## src/shared/rwo_pkg.sv

```systemverilog
// rwo_pkg: constants, field layouts and types of the wiper command interpreter
// assumes one 50 MHz clock and software access over an AXI4-Lite slave
// Behaviour
// - memory read uses six low data bits
// - memory write busies and refuses the interface
// - acknowledge means write cycle has finished
// - reset by command four or pin
// - reset loads last programmed memory value
// - unprogrammed memory resets wiper to midscale
// - power up midscale then restore memory
// - calibration follows the calibration disable bit
// - calibration enabled by default after reset
// - command nine with one enters shutdown
// - shutdown opens terminal A wiper switch
// - all commands still execute in shutdown
// - command nine zero or reset leaves shutdown
// - wiper code decodes to one tap
// - command five returns addressed memory word
// - wiper writes only when update allowed
// - programming only while program enable set
// - successful store sets program success bit
package rwo_pkg;
    localparam int CLK_PERIOD_NS = 20;
    localparam int CYC_PER_US = (1000 + CLK_PERIOD_NS - 1) / CLK_PERIOD_NS;
    localparam int OTP_WRITE_TIME_US = 350;
    localparam int OTP_DEPTH = 50;
    localparam int WIPER_W = 10;
    localparam int FRAME_DATA_W = 10;
    localparam logic [5:0] OTP_LOC_FIRST = 6'h01;
    localparam logic [5:0] OTP_LOC_LAST = 6'h32;

    localparam logic [3:0] CMD_NOP = 4'h0;
    localparam logic [3:0] CMD_WR_WIPER = 4'h1;
    localparam logic [3:0] CMD_RD_WIPER = 4'h2;
    localparam logic [3:0] CMD_STORE = 4'h3;
    localparam logic [3:0] CMD_SW_RESET = 4'h4;
    localparam logic [3:0] CMD_RD_OTP = 4'h5;
    localparam logic [3:0] CMD_RD_LAST = 4'h6;
    localparam logic [3:0] CMD_WR_CTRL = 4'h7;
    localparam logic [3:0] CMD_RD_CTRL = 4'h8;
    localparam logic [3:0] CMD_SHUTDOWN = 4'h9;

    localparam int AXI_ADDR_W = 8;
    localparam logic [7:0] ADDR_CMD = 8'h00;
    localparam logic [7:0] ADDR_READBACK = 8'h04;
    localparam logic [7:0] ADDR_STATUS = 8'h08;
    localparam int STS_BUSY = 0;
    localparam int STS_ACK = 1;
    localparam int STS_SHUTDOWN = 2;
    localparam int STS_CALIB = 3;
    localparam int STS_LAST_LSB = 8;
    localparam logic [1:0] RESP_OKAY = 2'b00;
    localparam logic [1:0] RESP_SLVERR = 2'b10;

    typedef struct packed {
        logic success;
        logic calibDis;
        logic updAllow;
        logic progEn;
    } rwo_ctrl_t;
    localparam rwo_ctrl_t CTRL_RESET = 4'h0;

    typedef struct packed {
        logic [1:0] spare;
        logic [3:0] cmd;
        logic [9:0] data;
    } rwo_frame_t;
    localparam logic [15:0] FRAME_RESET = 16'h0000;

    typedef enum logic [1:0] {
        ST_RUN = 2'b00,
        ST_MIDSCALE = 2'b01,
        ST_RESTORE = 2'b10
    } rwo_state_t;

    typedef enum logic [1:0] {
        SEL_CMD = 2'b00,
        SEL_READBACK = 2'b01,
        SEL_STATUS = 2'b10,
        SEL_NONE = 2'b11
    } rwo_sel_t;
endpackage

```

## src/design/rwo_write_timer.sv

```systemverilog
// rwo_write_timer: length of the internal memory write cycle
// assumes start is offered only while not busy
`timescale 1ns/100ps
module rwo_write_timer #(
    parameter int CYC_PER_US = rwo_pkg::CYC_PER_US,
    parameter int WRITE_US = rwo_pkg::OTP_WRITE_TIME_US
) (
    input wire logic clk_sys,
    input wire logic resetn,
    input wire logic start,
    output logic busy
);
    localparam int DIV_W = $clog2(CYC_PER_US + 1);
    localparam int US_W = $clog2(WRITE_US + 1);
    localparam int TOTAL = CYC_PER_US * WRITE_US;

    logic [DIV_W-1:0] div_r;
    logic [US_W-1:0] us_r;
    logic usTick;
    int busyCyc;

    // microsecond enable only runs during a write cycle
    assign usTick = busy && (div_r == DIV_W'(CYC_PER_US - 1));
    assign busy = (us_r != '0);

    always_ff @(posedge clk_sys or negedge resetn) begin
        if (!resetn) begin
            div_r <= '0;
        end else if (!busy || usTick) begin
            div_r <= '0;
        end else begin
            div_r <= div_r + 1'b1;
        end
    end

    always_ff @(posedge clk_sys or negedge resetn) begin
        if (!resetn) begin
            us_r <= '0;
        end else if (start && !busy) begin
            us_r <= US_W'(WRITE_US);
        end else if (usTick) begin
            us_r <= us_r - 1'b1;
        end
    end

    always_ff @(posedge clk_sys or negedge resetn) begin
        if (!resetn) begin
            busyCyc <= 0;
        end else if (busy) begin
            busyCyc <= busyCyc + 1;
        end else begin
            busyCyc <= 0;
        end
    end

    busy_bound_a: assert property (@(posedge clk_sys) disable iff (!resetn)
        busy |-> busyCyc < TOTAL) else $error("write cycle runs too long");
    busy_length_a: assert property (@(posedge clk_sys) disable iff (!resetn)
        $fell(busy) |-> $past(busyCyc) == TOTAL - 1) else $error("write cycle too short");
endmodule // rwo_write_timer

```

## src/design/rwo_otp_mem.sv

```systemverilog
// rwo_otp_mem: fifty one-time-programmable wiper locations, filled in order
// assumes writes are offered only outside a running write cycle
`timescale 1ns/100ps
module rwo_otp_mem #(
    parameter int WIPER_W = rwo_pkg::WIPER_W,
    parameter int DEPTH = rwo_pkg::OTP_DEPTH
) (
    input wire logic clk_sys,
    input wire logic resetn,
    input wire logic wrEn,
    input wire logic [WIPER_W-1:0] wrData,
    input wire logic [5:0] rdAddr,
    output logic [WIPER_W-1:0] rdData,
    output logic [WIPER_W-1:0] lastData,
    output logic [5:0] lastAddr,
    output logic full
);
    logic [WIPER_W-1:0] mem_r [DEPTH];
    logic [5:0] used_r;

    function automatic logic locValid(input logic [5:0] a, input logic [5:0] used);
        return (a >= rwo_pkg::OTP_LOC_FIRST) && (a <= used);
    endfunction

    assign full = (used_r == 6'(DEPTH));
    assign lastAddr = used_r;
    // location zero is reserved, unused locations read as zero
    assign rdData = locValid(rdAddr, used_r) ? mem_r[rdAddr - 6'h01] : '0;
    assign lastData = locValid(used_r, used_r) ? mem_r[used_r - 6'h01] : '0;

    genvar gi;
    generate
        for (gi = 0; gi < DEPTH; gi++) begin : g_loc
            always_ff @(posedge clk_sys or negedge resetn) begin
                if (!resetn) begin
                    mem_r[gi] <= '0;
                end else if (wrEn && !full && used_r == 6'(gi)) begin
                    mem_r[gi] <= wrData;
                end
            end
        end
    endgenerate

    always_ff @(posedge clk_sys or negedge resetn) begin
        if (!resetn) begin
            used_r <= '0;
        end else if (wrEn && !full) begin
            used_r <= used_r + 6'h01;
        end
    end

    full_hold_a: assert property (@(posedge clk_sys) disable iff (!resetn)
        full |=> full && $stable(used_r)) else $error("full memory changed");
endmodule // rwo_otp_mem

```

## src/design/rwo_wiper_ctrl.sv

```systemverilog
// rwo_wiper_ctrl: command interpreter of the wiper, with AXI4-Lite slave
// assumes an AXI4-Lite master with one write and one read outstanding at most
`timescale 1ns/100ps
module rwo_wiper_ctrl #(
    parameter int WIPER_W = rwo_pkg::WIPER_W,
    parameter int OTP_WRITE_US = rwo_pkg::OTP_WRITE_TIME_US
) (
    input wire logic clk_sys,
    input wire logic resetn,
    input wire logic rstPinN,
    input wire logic [rwo_pkg::AXI_ADDR_W-1:0] s_axi_awaddr,
    input wire logic s_axi_awvalid,
    output logic s_axi_awready,
    input wire logic [31:0] s_axi_wdata,
    input wire logic [3:0] s_axi_wstrb,
    input wire logic s_axi_wvalid,
    output logic s_axi_wready,
    output logic [1:0] s_axi_bresp,
    output logic s_axi_bvalid,
    input wire logic s_axi_bready,
    input wire logic [rwo_pkg::AXI_ADDR_W-1:0] s_axi_araddr,
    input wire logic s_axi_arvalid,
    output logic s_axi_arready,
    output logic [31:0] s_axi_rdata,
    output logic [1:0] s_axi_rresp,
    output logic s_axi_rvalid,
    input wire logic s_axi_rready,
    output logic [WIPER_W-1:0] wiperCode,
    output logic [(1<<WIPER_W)-1:0] tapSelect,
    output logic aSwitchClosed,
    output logic calibEnable
);
    localparam int TAPS = 1 << WIPER_W;
    localparam logic [WIPER_W-1:0] MIDSCALE = WIPER_W'(TAPS / 2);
    localparam int PAD_W = rwo_pkg::FRAME_DATA_W - WIPER_W;

    rwo_pkg::rwo_state_t state_r;
    rwo_pkg::rwo_ctrl_t ctrl_r;
    rwo_pkg::rwo_frame_t frame_r;
    rwo_pkg::rwo_frame_t frameNew;
    logic [WIPER_W-1:0] wiper_r;
    logic [15:0] readback_r;
    logic [(1<<WIPER_W)-1:0] tapSelect_r;
    logic aSwitchClosed_r;
    logic calibEnable_r;

    logic awready_r;
    logic wready_r;
    logic bvalid_r;
    logic [1:0] bresp_r;
    logic arready_r;
    logic rvalid_r;
    logic [31:0] rdata_r;
    logic [1:0] rresp_r;
    logic [rwo_pkg::AXI_ADDR_W-1:0] awAddr_r;
    logic [31:0] wData_r;
    logic [3:0] wStrb_r;

    logic wrExec;
    logic cmdGo;
    logic busy;
    logic timerBusy;
    logic storeGo;
    logic storeOk;
    logic anyReset;
    logic [WIPER_W-1:0] otpRdData;
    logic [WIPER_W-1:0] otpLastData;
    logic [5:0] otpLastAddr;
    logic otpFull;
    logic [WIPER_W-1:0] restoreVal;
    logic [rwo_pkg::FRAME_DATA_W-1:0] wiperWord;
    logic [rwo_pkg::FRAME_DATA_W-1:0] otpWord;
    logic [31:0] statusWord;

    function automatic rwo_pkg::rwo_sel_t regSel(input logic [rwo_pkg::AXI_ADDR_W-1:0] a);
        case (a)
            rwo_pkg::ADDR_CMD: regSel = rwo_pkg::SEL_CMD;
            rwo_pkg::ADDR_READBACK: regSel = rwo_pkg::SEL_READBACK;
            rwo_pkg::ADDR_STATUS: regSel = rwo_pkg::SEL_STATUS;
            default: regSel = rwo_pkg::SEL_NONE;
        endcase
    endfunction

    // data word alignment: the 8-bit variant ignores the two lowest data bits
    function automatic logic [rwo_pkg::FRAME_DATA_W-1:0] toWord(input logic [WIPER_W-1:0] v);
        toWord = rwo_pkg::FRAME_DATA_W'({v, {rwo_pkg::FRAME_DATA_W{1'b0}}} >> WIPER_W);
    endfunction

    assign wiperCode = wiper_r;
    assign tapSelect = tapSelect_r;
    assign aSwitchClosed = aSwitchClosed_r;
    assign calibEnable = calibEnable_r;
    assign s_axi_awready = awready_r;
    assign s_axi_wready = wready_r;
    assign s_axi_bvalid = bvalid_r;
    assign s_axi_bresp = bresp_r;
    assign s_axi_arready = arready_r;
    assign s_axi_rvalid = rvalid_r;
    assign s_axi_rdata = rdata_r;
    assign s_axi_rresp = rresp_r;

    // ---- AXI4-Lite write side: address and data taken in either order
    assign wrExec = !awready_r && !wready_r && !bvalid_r;
    assign frameNew[7:0] = wStrb_r[0] ? wData_r[7:0] : frame_r[7:0];
    assign frameNew[15:8] = wStrb_r[1] ? wData_r[15:8] : frame_r[15:8];

    always_ff @(posedge clk_sys or negedge resetn) begin
        if (!resetn) begin
            awready_r <= 1'b1;
            awAddr_r <= '0;
        end else if (s_axi_awvalid && awready_r) begin
            awready_r <= 1'b0;
            awAddr_r <= s_axi_awaddr;
        end else if (bvalid_r && s_axi_bready) begin
            awready_r <= 1'b1;
        end
    end

    always_ff @(posedge clk_sys or negedge resetn) begin
        if (!resetn) begin
            wready_r <= 1'b1;
            wData_r <= '0;
            wStrb_r <= '0;
        end else if (s_axi_wvalid && wready_r) begin
            wready_r <= 1'b0;
            wData_r <= s_axi_wdata;
            wStrb_r <= s_axi_wstrb;
        end else if (bvalid_r && s_axi_bready) begin
            wready_r <= 1'b1;
        end
    end

    always_ff @(posedge clk_sys or negedge resetn) begin
        if (!resetn) begin
            bvalid_r <= 1'b0;
            bresp_r <= rwo_pkg::RESP_OKAY;
        end else if (wrExec) begin
            bvalid_r <= 1'b1;
            // a command during the write cycle is the refused address of the link
            if (regSel(awAddr_r) != rwo_pkg::SEL_CMD || busy) begin
                bresp_r <= rwo_pkg::RESP_SLVERR;
            end else begin
                bresp_r <= rwo_pkg::RESP_OKAY;
            end
        end else if (bvalid_r && s_axi_bready) begin
            bvalid_r <= 1'b0;
        end
    end

    // commands do not look at shutdown: they run the same in both modes
    assign cmdGo = wrExec && regSel(awAddr_r) == rwo_pkg::SEL_CMD && !busy;

    always_ff @(posedge clk_sys or negedge resetn) begin
        if (!resetn) begin
            frame_r <= rwo_pkg::FRAME_RESET;
        end else if (cmdGo) begin
            frame_r <= frameNew;
        end
    end

    // ---- AXI4-Lite read side
    assign statusWord = {18'h0, otpLastAddr, 4'h0, calibEnable_r, !aSwitchClosed_r,
        !busy, busy};

    always_ff @(posedge clk_sys or negedge resetn) begin
        if (!resetn) begin
            arready_r <= 1'b1;
            rvalid_r <= 1'b0;
            rdata_r <= '0;
            rresp_r <= rwo_pkg::RESP_OKAY;
        end else if (s_axi_arvalid && arready_r) begin
            arready_r <= 1'b0;
            rvalid_r <= 1'b1;
            rresp_r <= rwo_pkg::RESP_OKAY;
            case (regSel(s_axi_araddr))
                rwo_pkg::SEL_CMD: rdata_r <= {16'h0, frame_r};
                rwo_pkg::SEL_READBACK: rdata_r <= {16'h0, readback_r};
                // after a store the acknowledge in bit 1 here is back once the write cycle ends
                rwo_pkg::SEL_STATUS: rdata_r <= statusWord;
                default: begin
                    rdata_r <= '0;
                    rresp_r <= rwo_pkg::RESP_SLVERR;
                end
            endcase
        end else if (rvalid_r && s_axi_rready) begin
            rvalid_r <= 1'b0;
            arready_r <= 1'b1;
        end
    end

    // ---- reset sequencing and wiper
    assign anyReset = !rstPinN || (cmdGo && frameNew.cmd == rwo_pkg::CMD_SW_RESET);
    assign restoreVal = (otpLastAddr != 6'h00) ? otpLastData : MIDSCALE;
    assign busy = timerBusy || state_r != rwo_pkg::ST_RUN;

    always_ff @(posedge clk_sys or negedge resetn) begin
        if (!resetn) begin
            state_r <= rwo_pkg::ST_MIDSCALE;
        end else if (!rstPinN) begin
            state_r <= rwo_pkg::ST_MIDSCALE;
        end else begin
            case (state_r)
                rwo_pkg::ST_MIDSCALE: state_r <= rwo_pkg::ST_RESTORE;
                rwo_pkg::ST_RESTORE: state_r <= rwo_pkg::ST_RUN;
                rwo_pkg::ST_RUN: begin
                    if (anyReset) begin
                        state_r <= rwo_pkg::ST_RESTORE;
                    end
                end
                default: state_r <= rwo_pkg::ST_MIDSCALE;
            endcase
        end
    end

    always_ff @(posedge clk_sys or negedge resetn) begin
        if (!resetn) begin
            wiper_r <= MIDSCALE;
        end else if (state_r == rwo_pkg::ST_MIDSCALE) begin
            wiper_r <= MIDSCALE;
        end else if (state_r == rwo_pkg::ST_RESTORE) begin
            wiper_r <= restoreVal;
        end else if (cmdGo && frameNew.cmd == rwo_pkg::CMD_WR_WIPER && ctrl_r.updAllow) begin
            wiper_r <= frameNew.data[rwo_pkg::FRAME_DATA_W-1 -: WIPER_W];
        end
    end

    // ---- control bits
    assign storeGo = cmdGo && frameNew.cmd == rwo_pkg::CMD_STORE;
    assign storeOk = storeGo && ctrl_r.progEn && !otpFull;

    always_ff @(posedge clk_sys or negedge resetn) begin
        if (!resetn) begin
            ctrl_r <= rwo_pkg::CTRL_RESET;
        end else if (anyReset) begin
            ctrl_r <= rwo_pkg::CTRL_RESET;
        end else if (cmdGo && frameNew.cmd == rwo_pkg::CMD_WR_CTRL) begin
            ctrl_r.progEn <= frameNew.data[0];
            ctrl_r.updAllow <= frameNew.data[1];
            ctrl_r.calibDis <= frameNew.data[2];
        end else if (storeGo) begin
            ctrl_r.success <= storeOk;
        end
    end

    always_ff @(posedge clk_sys or negedge resetn) begin
        if (!resetn) begin
            calibEnable_r <= 1'b1;
        end else begin
            calibEnable_r <= !ctrl_r.calibDis;
        end
    end

    // switch state is the inverse of shutdown, so shutdown needs no flop of its own
    always_ff @(posedge clk_sys or negedge resetn) begin
        if (!resetn) begin
            aSwitchClosed_r <= 1'b1;
        end else if (anyReset) begin
            aSwitchClosed_r <= 1'b1;
        end else if (cmdGo && frameNew.cmd == rwo_pkg::CMD_SHUTDOWN) begin
            aSwitchClosed_r <= !frameNew.data[0];
        end
    end

    // ---- readback word for the next frame
    assign wiperWord = toWord(wiper_r);
    assign otpWord = toWord(otpRdData);

    always_ff @(posedge clk_sys or negedge resetn) begin
        if (!resetn) begin
            readback_r <= '0;
        end else if (cmdGo) begin
            case (frameNew.cmd)
                rwo_pkg::CMD_RD_WIPER: readback_r <= {6'h00, wiperWord};
                rwo_pkg::CMD_RD_OTP: readback_r <= {6'h00, otpWord};
                rwo_pkg::CMD_RD_LAST: readback_r <= {10'h000, otpLastAddr};
                rwo_pkg::CMD_RD_CTRL: readback_r <= {12'h000, ctrl_r};
                default: readback_r <= frameNew;
            endcase
        end
    end

    // ---- tap decode: one-hot select of the resistor string
    genvar gi;
    generate
        for (gi = 0; gi < TAPS; gi++) begin : g_tap
            always_ff @(posedge clk_sys or negedge resetn) begin
                if (!resetn) begin
                    tapSelect_r[gi] <= 1'(gi == TAPS / 2);
                end else begin
                    tapSelect_r[gi] <= (wiper_r == WIPER_W'(gi));
                end
            end
        end
    endgenerate

    rwo_otp_mem #(
        .WIPER_W(WIPER_W),
        .DEPTH(rwo_pkg::OTP_DEPTH)
    ) u_otp (
        .clk_sys(clk_sys),
        .resetn(resetn),
        .wrEn(storeOk),
        .wrData(wiper_r),
        .rdAddr(frameNew.data[5:0]),
        .rdData(otpRdData),
        .lastData(otpLastData),
        .lastAddr(otpLastAddr),
        .full(otpFull)
    );

    rwo_write_timer #(
        .CYC_PER_US(rwo_pkg::CYC_PER_US),
        .WRITE_US(OTP_WRITE_US)
    ) u_timer (
        .clk_sys(clk_sys),
        .resetn(resetn),
        .start(storeOk),
        .busy(timerBusy)
    );

    busy_refuse_a: assert property (@(posedge clk_sys) disable iff (!resetn)
        wrExec && busy |=> bvalid_r && bresp_r == rwo_pkg::RESP_SLVERR && $stable(frame_r))
        else $error("command taken during write cycle");
    poll_ack_a: assert property (@(posedge clk_sys) disable iff (!resetn)
        s_axi_arvalid && arready_r && s_axi_araddr == rwo_pkg::ADDR_STATUS
        |=> rdata_r[rwo_pkg::STS_ACK] == !$past(busy)) else $error("poll ack wrong");
    swreset_load_a: assert property (@(posedge clk_sys) disable iff (!resetn)
        cmdGo && frameNew.cmd == rwo_pkg::CMD_SW_RESET && rstPinN
        |=> state_r == rwo_pkg::ST_RESTORE ##1 wiper_r == $past(restoreVal))
        else $error("reset did not restore wiper");
    poweron_mid_a: assert property (@(posedge clk_sys) disable iff (!resetn)
        state_r == rwo_pkg::ST_MIDSCALE && rstPinN
        |=> wiper_r == MIDSCALE && state_r == rwo_pkg::ST_RESTORE ##1 state_r == rwo_pkg::ST_RUN)
        else $error("power-on preset sequence wrong");
    wiper_frozen_a: assert property (@(posedge clk_sys) disable iff (!resetn)
        state_r == rwo_pkg::ST_RUN && !ctrl_r.updAllow |=> $stable(wiper_r))
        else $error("wiper moved while frozen");
    store_gate_a: assert property (@(posedge clk_sys) disable iff (!resetn)
        storeGo && (!ctrl_r.progEn || otpFull) && rstPinN
        |=> !ctrl_r.success && $stable(otpLastAddr) && !timerBusy)
        else $error("refused store changed memory");
    store_ok_a: assert property (@(posedge clk_sys) disable iff (!resetn)
        storeOk && rstPinN |=> ctrl_r.success && timerBusy && otpLastAddr == $past(otpLastAddr) + 6'h01)
        else $error("store did not program");
    shutdown_cmd_a: assert property (@(posedge clk_sys) disable iff (!resetn)
        cmdGo && frameNew.cmd == rwo_pkg::CMD_SHUTDOWN && rstPinN
        |=> aSwitchClosed_r == !$past(frameNew.data[0])) else $error("shutdown not applied");
    calib_bit_a: assert property (@(posedge clk_sys) disable iff (!resetn)
        cmdGo && frameNew.cmd == rwo_pkg::CMD_WR_CTRL && rstPinN
        |=> ##1 calibEnable_r == !$past(frameNew.data[2], 2)) else $error("calibration bit lost");
    tap_onehot_a: assert property (@(posedge clk_sys) disable iff (!resetn)
        state_r == rwo_pkg::ST_RUN |=> $onehot(tapSelect_r) && tapSelect_r[$past(wiper_r)])
        else $error("tap decode wrong");
    otp_read_a: assert property (@(posedge clk_sys) disable iff (!resetn)
        cmdGo && frameNew.cmd == rwo_pkg::CMD_RD_OTP |=> readback_r == {6'h00, $past(otpWord)})
        else $error("memory readback wrong");
endmodule // rwo_wiper_ctrl

```

## config.mk

```make
export PLATFORM = sky130hd
export DESIGN_NAME = rwo_wiper_ctrl
export DESIGN_NICKNAME = d
export VERILOG_FILES = /design/src/shared/rwo_pkg.sv /design/src/design/rwo_write_timer.sv /design/src/design/rwo_otp_mem.sv /design/src/design/rwo_wiper_ctrl.sv
export SDC_FILE = /design/constraint.sdc
export NUM_CORES = 2
export LEC_CHECK = 0
export ABC_AREA = 1
export BUFFER_PORTS_ARGS = -buffer_cell sky130_fd_sc_hd__buf_4
export CAP_MARGIN = 20
export CELL_PAD_IN_SITES_DETAIL_PLACEMENT = 0
export CELL_PAD_IN_SITES_GLOBAL_PLACEMENT = 1
export CORE_AREA = 2 2 449 451
export CTS_BUF_LIST = sky130_fd_sc_hd__clkbuf_4 sky130_fd_sc_hd__clkbuf_8
export CTS_CLUSTER_SIZE = 24
export DETAILED_ROUTE_END_ITERATION = 7
export DIE_AREA = 0 0 451 453
export PLACE_DENSITY = 0.65
export SYNTH_ARGS = -nofsm -noshare
export SYNTH_HDL_FRONTEND = slang
export SYNTH_SLANG_ARGS = --single-unit
```

## constraint.sdc

```tcl
create_clock -name clk_sys -period 3.18 [get_ports clk_sys]
set_clock_uncertainty 0.05 [all_clocks]
set_input_delay 0.636 -clock clk_sys [delete_from_list [all_inputs] [get_ports clk_sys]]
set_output_delay 0.636 -clock clk_sys [all_outputs]
set_load 0.05 [all_outputs]
```

==> results.json <==
{
  "syn_to_final_growth_pct": 29.9,
  "yosys.cell_count.top_type": "nand2_1",
  "ys_types": 47,
  "setup_tns_ps": 0,
  "start_util": 0.333,
  "combPwrFrac": 0.348,
  "cts-root-buf": "clkbuf_8",
  "wl_per_cell_um": 30.4,
  "rr_endpoint": "readback_r[1]",
  "gp_congestion": 0.983,
  "synth_largest_area_cell": "dfrtp_1",
  "drt-initial-drc-count": 7506,
  "cp.buffers_inverters": 2,
  "synth_area_um2": 66400,
  "synthTopCellsByArea": "dfrtp_1 62%, nand2_1 11%, nor2_1 6.8%, nand3_1 5.9%, o21ai_0 4.0%",
  "r2r_start": "wStrb_r[0]",
  "fin_crit_sh": 0.980,
  "worstSetupEndpointType": "output pin",
  "crit_fanout": 24,
  "internal_power_w": 0.0394,
  "slew_headroom": 0.396,
  "drt-vias-per-instance": 5.30,
  "clk_pin_slew_ps": 60,
  "die_h_um": 453,
  "place_area_um2": 79600,
  "clk_latency_ps": 1060,
  "p_switching_w": 0.0266,
  "core_um2": 199000,
  "synth-edff-count": 0,
  "synth.yosys.seq_area_share": 0.620,
  "nNetsFinal": 8855,
  "ys_warn_count": 0,
  "ys_seq_elements": 1644,
  "die_area_um2": 204000,
  "p_sw_frac": 0.403,
  "rsz0062_at_grt": "false",
  "worst_pin_slew_ps": 906,
  "cts_tree": "yes",
  "crit_path_top_delay_cell": "dfrtp_1",
  "num_rows": 164,
  "ant_nets": 0,
  "dp_hpwl_um": 258000,
  "grt_usage": 0.337,
  "synth_cells": 7507,
  "clockBufferDepth": 4,
  "finalCriticalPeriod_ps": 3120,
  "grt_max_degree": 121,
  "clockPowerShare": 0.324,
  "synth_top_area_frac": 0.617,
  "setup_viol_count_final": 0,
  "cts_made_buffers": 306,
  "drc": 0,
  "wirelength_um": 354000,
  "drv_cap": 0,
  "antenna_found_initial": 25,
  "crit_family": "buffers and inverters",
  "power.density_nw_per_um2": 765,
  "vdd_drop_max_mv": 0.777,
  "hold_viol": 0,
  "rrSetupSlack_ps": 110,
  "power_leakage_nw": 42.7,
  "drive_above_1_share": 0.231,
  "htree_num_levels": 5,
  "pwr-share-seq": 0.328,
  "max_stage_delay_ps": 610,
  "io_buffers": 1100,
  "synthTopCellsByCount": "1958 x nand2_1, 1636 x dfrtp_1, 1205 x nor2_1, 779 x nand3_1, 536 x o21ai_0",
  "design_area_um2": 86200,
  "avgSynthCellArea_um2": 8.84,
  "r2r.worst_path.cells": 15,
  "vias": 61600,
  "status": "finished, final reports clean",
  "worstPathArrival_ps": 2430,
  "cts.sinks": 1644,
  "required_ps": 2490,
  "worstSetupStartpointType": "flip-flop",
  "critPathKind": "flip-flop to output pin",
  "ys.flop_type": "dfrtp_1",
  "max_freq_ghz": 0.321,
  "grt_pass1_vias": 58200,
  "io_pins": 1137,
  "grt_remaining_overflow": 0,
  "die_w_um": 451,
  "drt_first_pass_iters": 7,
  "finalMaxSlewViolations": 0,
  "grt_pass1_wl_um": 481000,
  "async_flop_share": 1.00,
  "path_cells": "buf_6, buf_4",
  "hold_class": "input pin to async pin"
}
-- how the worst max path moves through the flow --
stage	slack, ps	endpoint	depth (start not counted)	from
after CTS	10	wiperCode[7]	2	wiperCode[7]
after global placement	-170	readback_r[7]	13	wStrb_r[0]
after detailed placement	-80	readback_r[7]	13	wStrb_r[0]
after floorplan	50	wiperCode[8]	19	u_otp.lastAddr[0]
final	60	wiperCode[5]	2	wiperCode[5]
after global routing	10	wiperCode[5]	13	u_otp.lastAddr[0]
-- metal layers --
metal / track usage / up-vias / routed length, um
met5: 0 / - / 66
met4: 0.134 / 10 / 15300
met3: 0.0864 / 554 / 32400
met2: 0.503 / 3273 / 156000
met1: 0.468 / 31200 / 150000
li1: - / 26500 / -
-- flip-flops by register name (all words and copies together), names as in the netlist, 2 cells and up --
name	flops
awAddr_r	8
ctrl_r	4
frame_r	16
readback_r	16
s_axi_rdata	16
state_r	2
tapSelect	1024
u_otp.lastAddr	6
u_otp.mem_r	500
u_timer.div_r	6
u_timer.us_r	9
wData_r	16
wStrb_r	2
wiperCode	10
-- logic make-up (layout without fill, tap and decap cells) --
kind of cell    count (synthesis)  in the layout  synth area share
xor+xnor                       11             11           0.00156
compound gates               1002           1002            0.0777
mux                            11             11           0.00187
other cells                     1             29         0.0000565
simple gates                 3998           3998             0.245
fa+ha+maj                      21             21           0.00396
flops                        1644           1644             0.620
buf+inv                       819           2254            0.0504
-- power by group through the flow --
stage	clock, W	combinational [W]	sequential [W]
after global routing	0.0226	0.0238	0.0217
final	0.0214	0.0230	0.0217
after detailed placement	0	0.0221	0.0220
after floorplan	0	0.0107	0.0224
after CTS	0.0216	0.0223	0.0216
after global placement	0	0.0223	0.0220
-- cell usage in the layout, fill, tap and decap left out, drive strengths merged, types with 3 or more instances in the layout --
| master | count |
|---|---|
| conb | 18 |
| o211ai | 23 |
| o22ai | 19 |
| nand2 | 1965 |
| xor2 | 9 |
| clkbuf | 456 |
| dfstp | 8 |
| nor3 | 7 |
| buf | 1480 |
| inv | 235 |
| nor2 | 1222 |
| bufinv | 9 |
| dlygate4sd3 | 36 |
| dfrtp | 1636 |
| nand4 | 13 |
| mux2 | 11 |
| a22oi | 9 |
| clkinvlp | 9 |
| nand3 | 781 |
| and3 | 3 |
| a31oi | 4 |
| clkinv | 29 |
| a221oi | 5 |
| o21ai | 703 |
| diode | 11 |
| a21oi | 236 |
| ha | 21 |
-- layout make-up --
class | instances | area, um^2
Fill cell | 19800 | 113000
Sequential cell | 1644 | 41200
Multi-Input combinational cell | 5061 | 22200
Timing Repair Buffer | 1517 | 12500
Clock buffer | 455 | 5740
Tap cell | 2656 | 3320
Inverter | 244 | 925
Clock inverter | 38 | 453
Antenna cell | 11 | 27.5
-- timing repair --
action	in CTS	in global routing
buffers inserted	0	0
setup endpoints to repair	7	13
endpoints found under the hold margin	641	0
resized for setup	7	7
hold buffers	36	0
gates cloned	0	1
-- per-stage QoR --
step,utilization,worst slack (ps),hold WS [ps],total power (W),cells
after floorplan,-,46.2,290,0.0331,7524
after detailed placement,0.400,-79.6,359,0.0442,11100
after CTS,0.433,11.2,10.6,0.0656,11600
final,0.433,62.8,50.7,0.0660,11600
after global placement,0.400,-172,357,0.0443,11100
after global routing,0.433,11.1,45.8,0.0681,11600
Note: power is estimated with default switching activity, not from simulation.
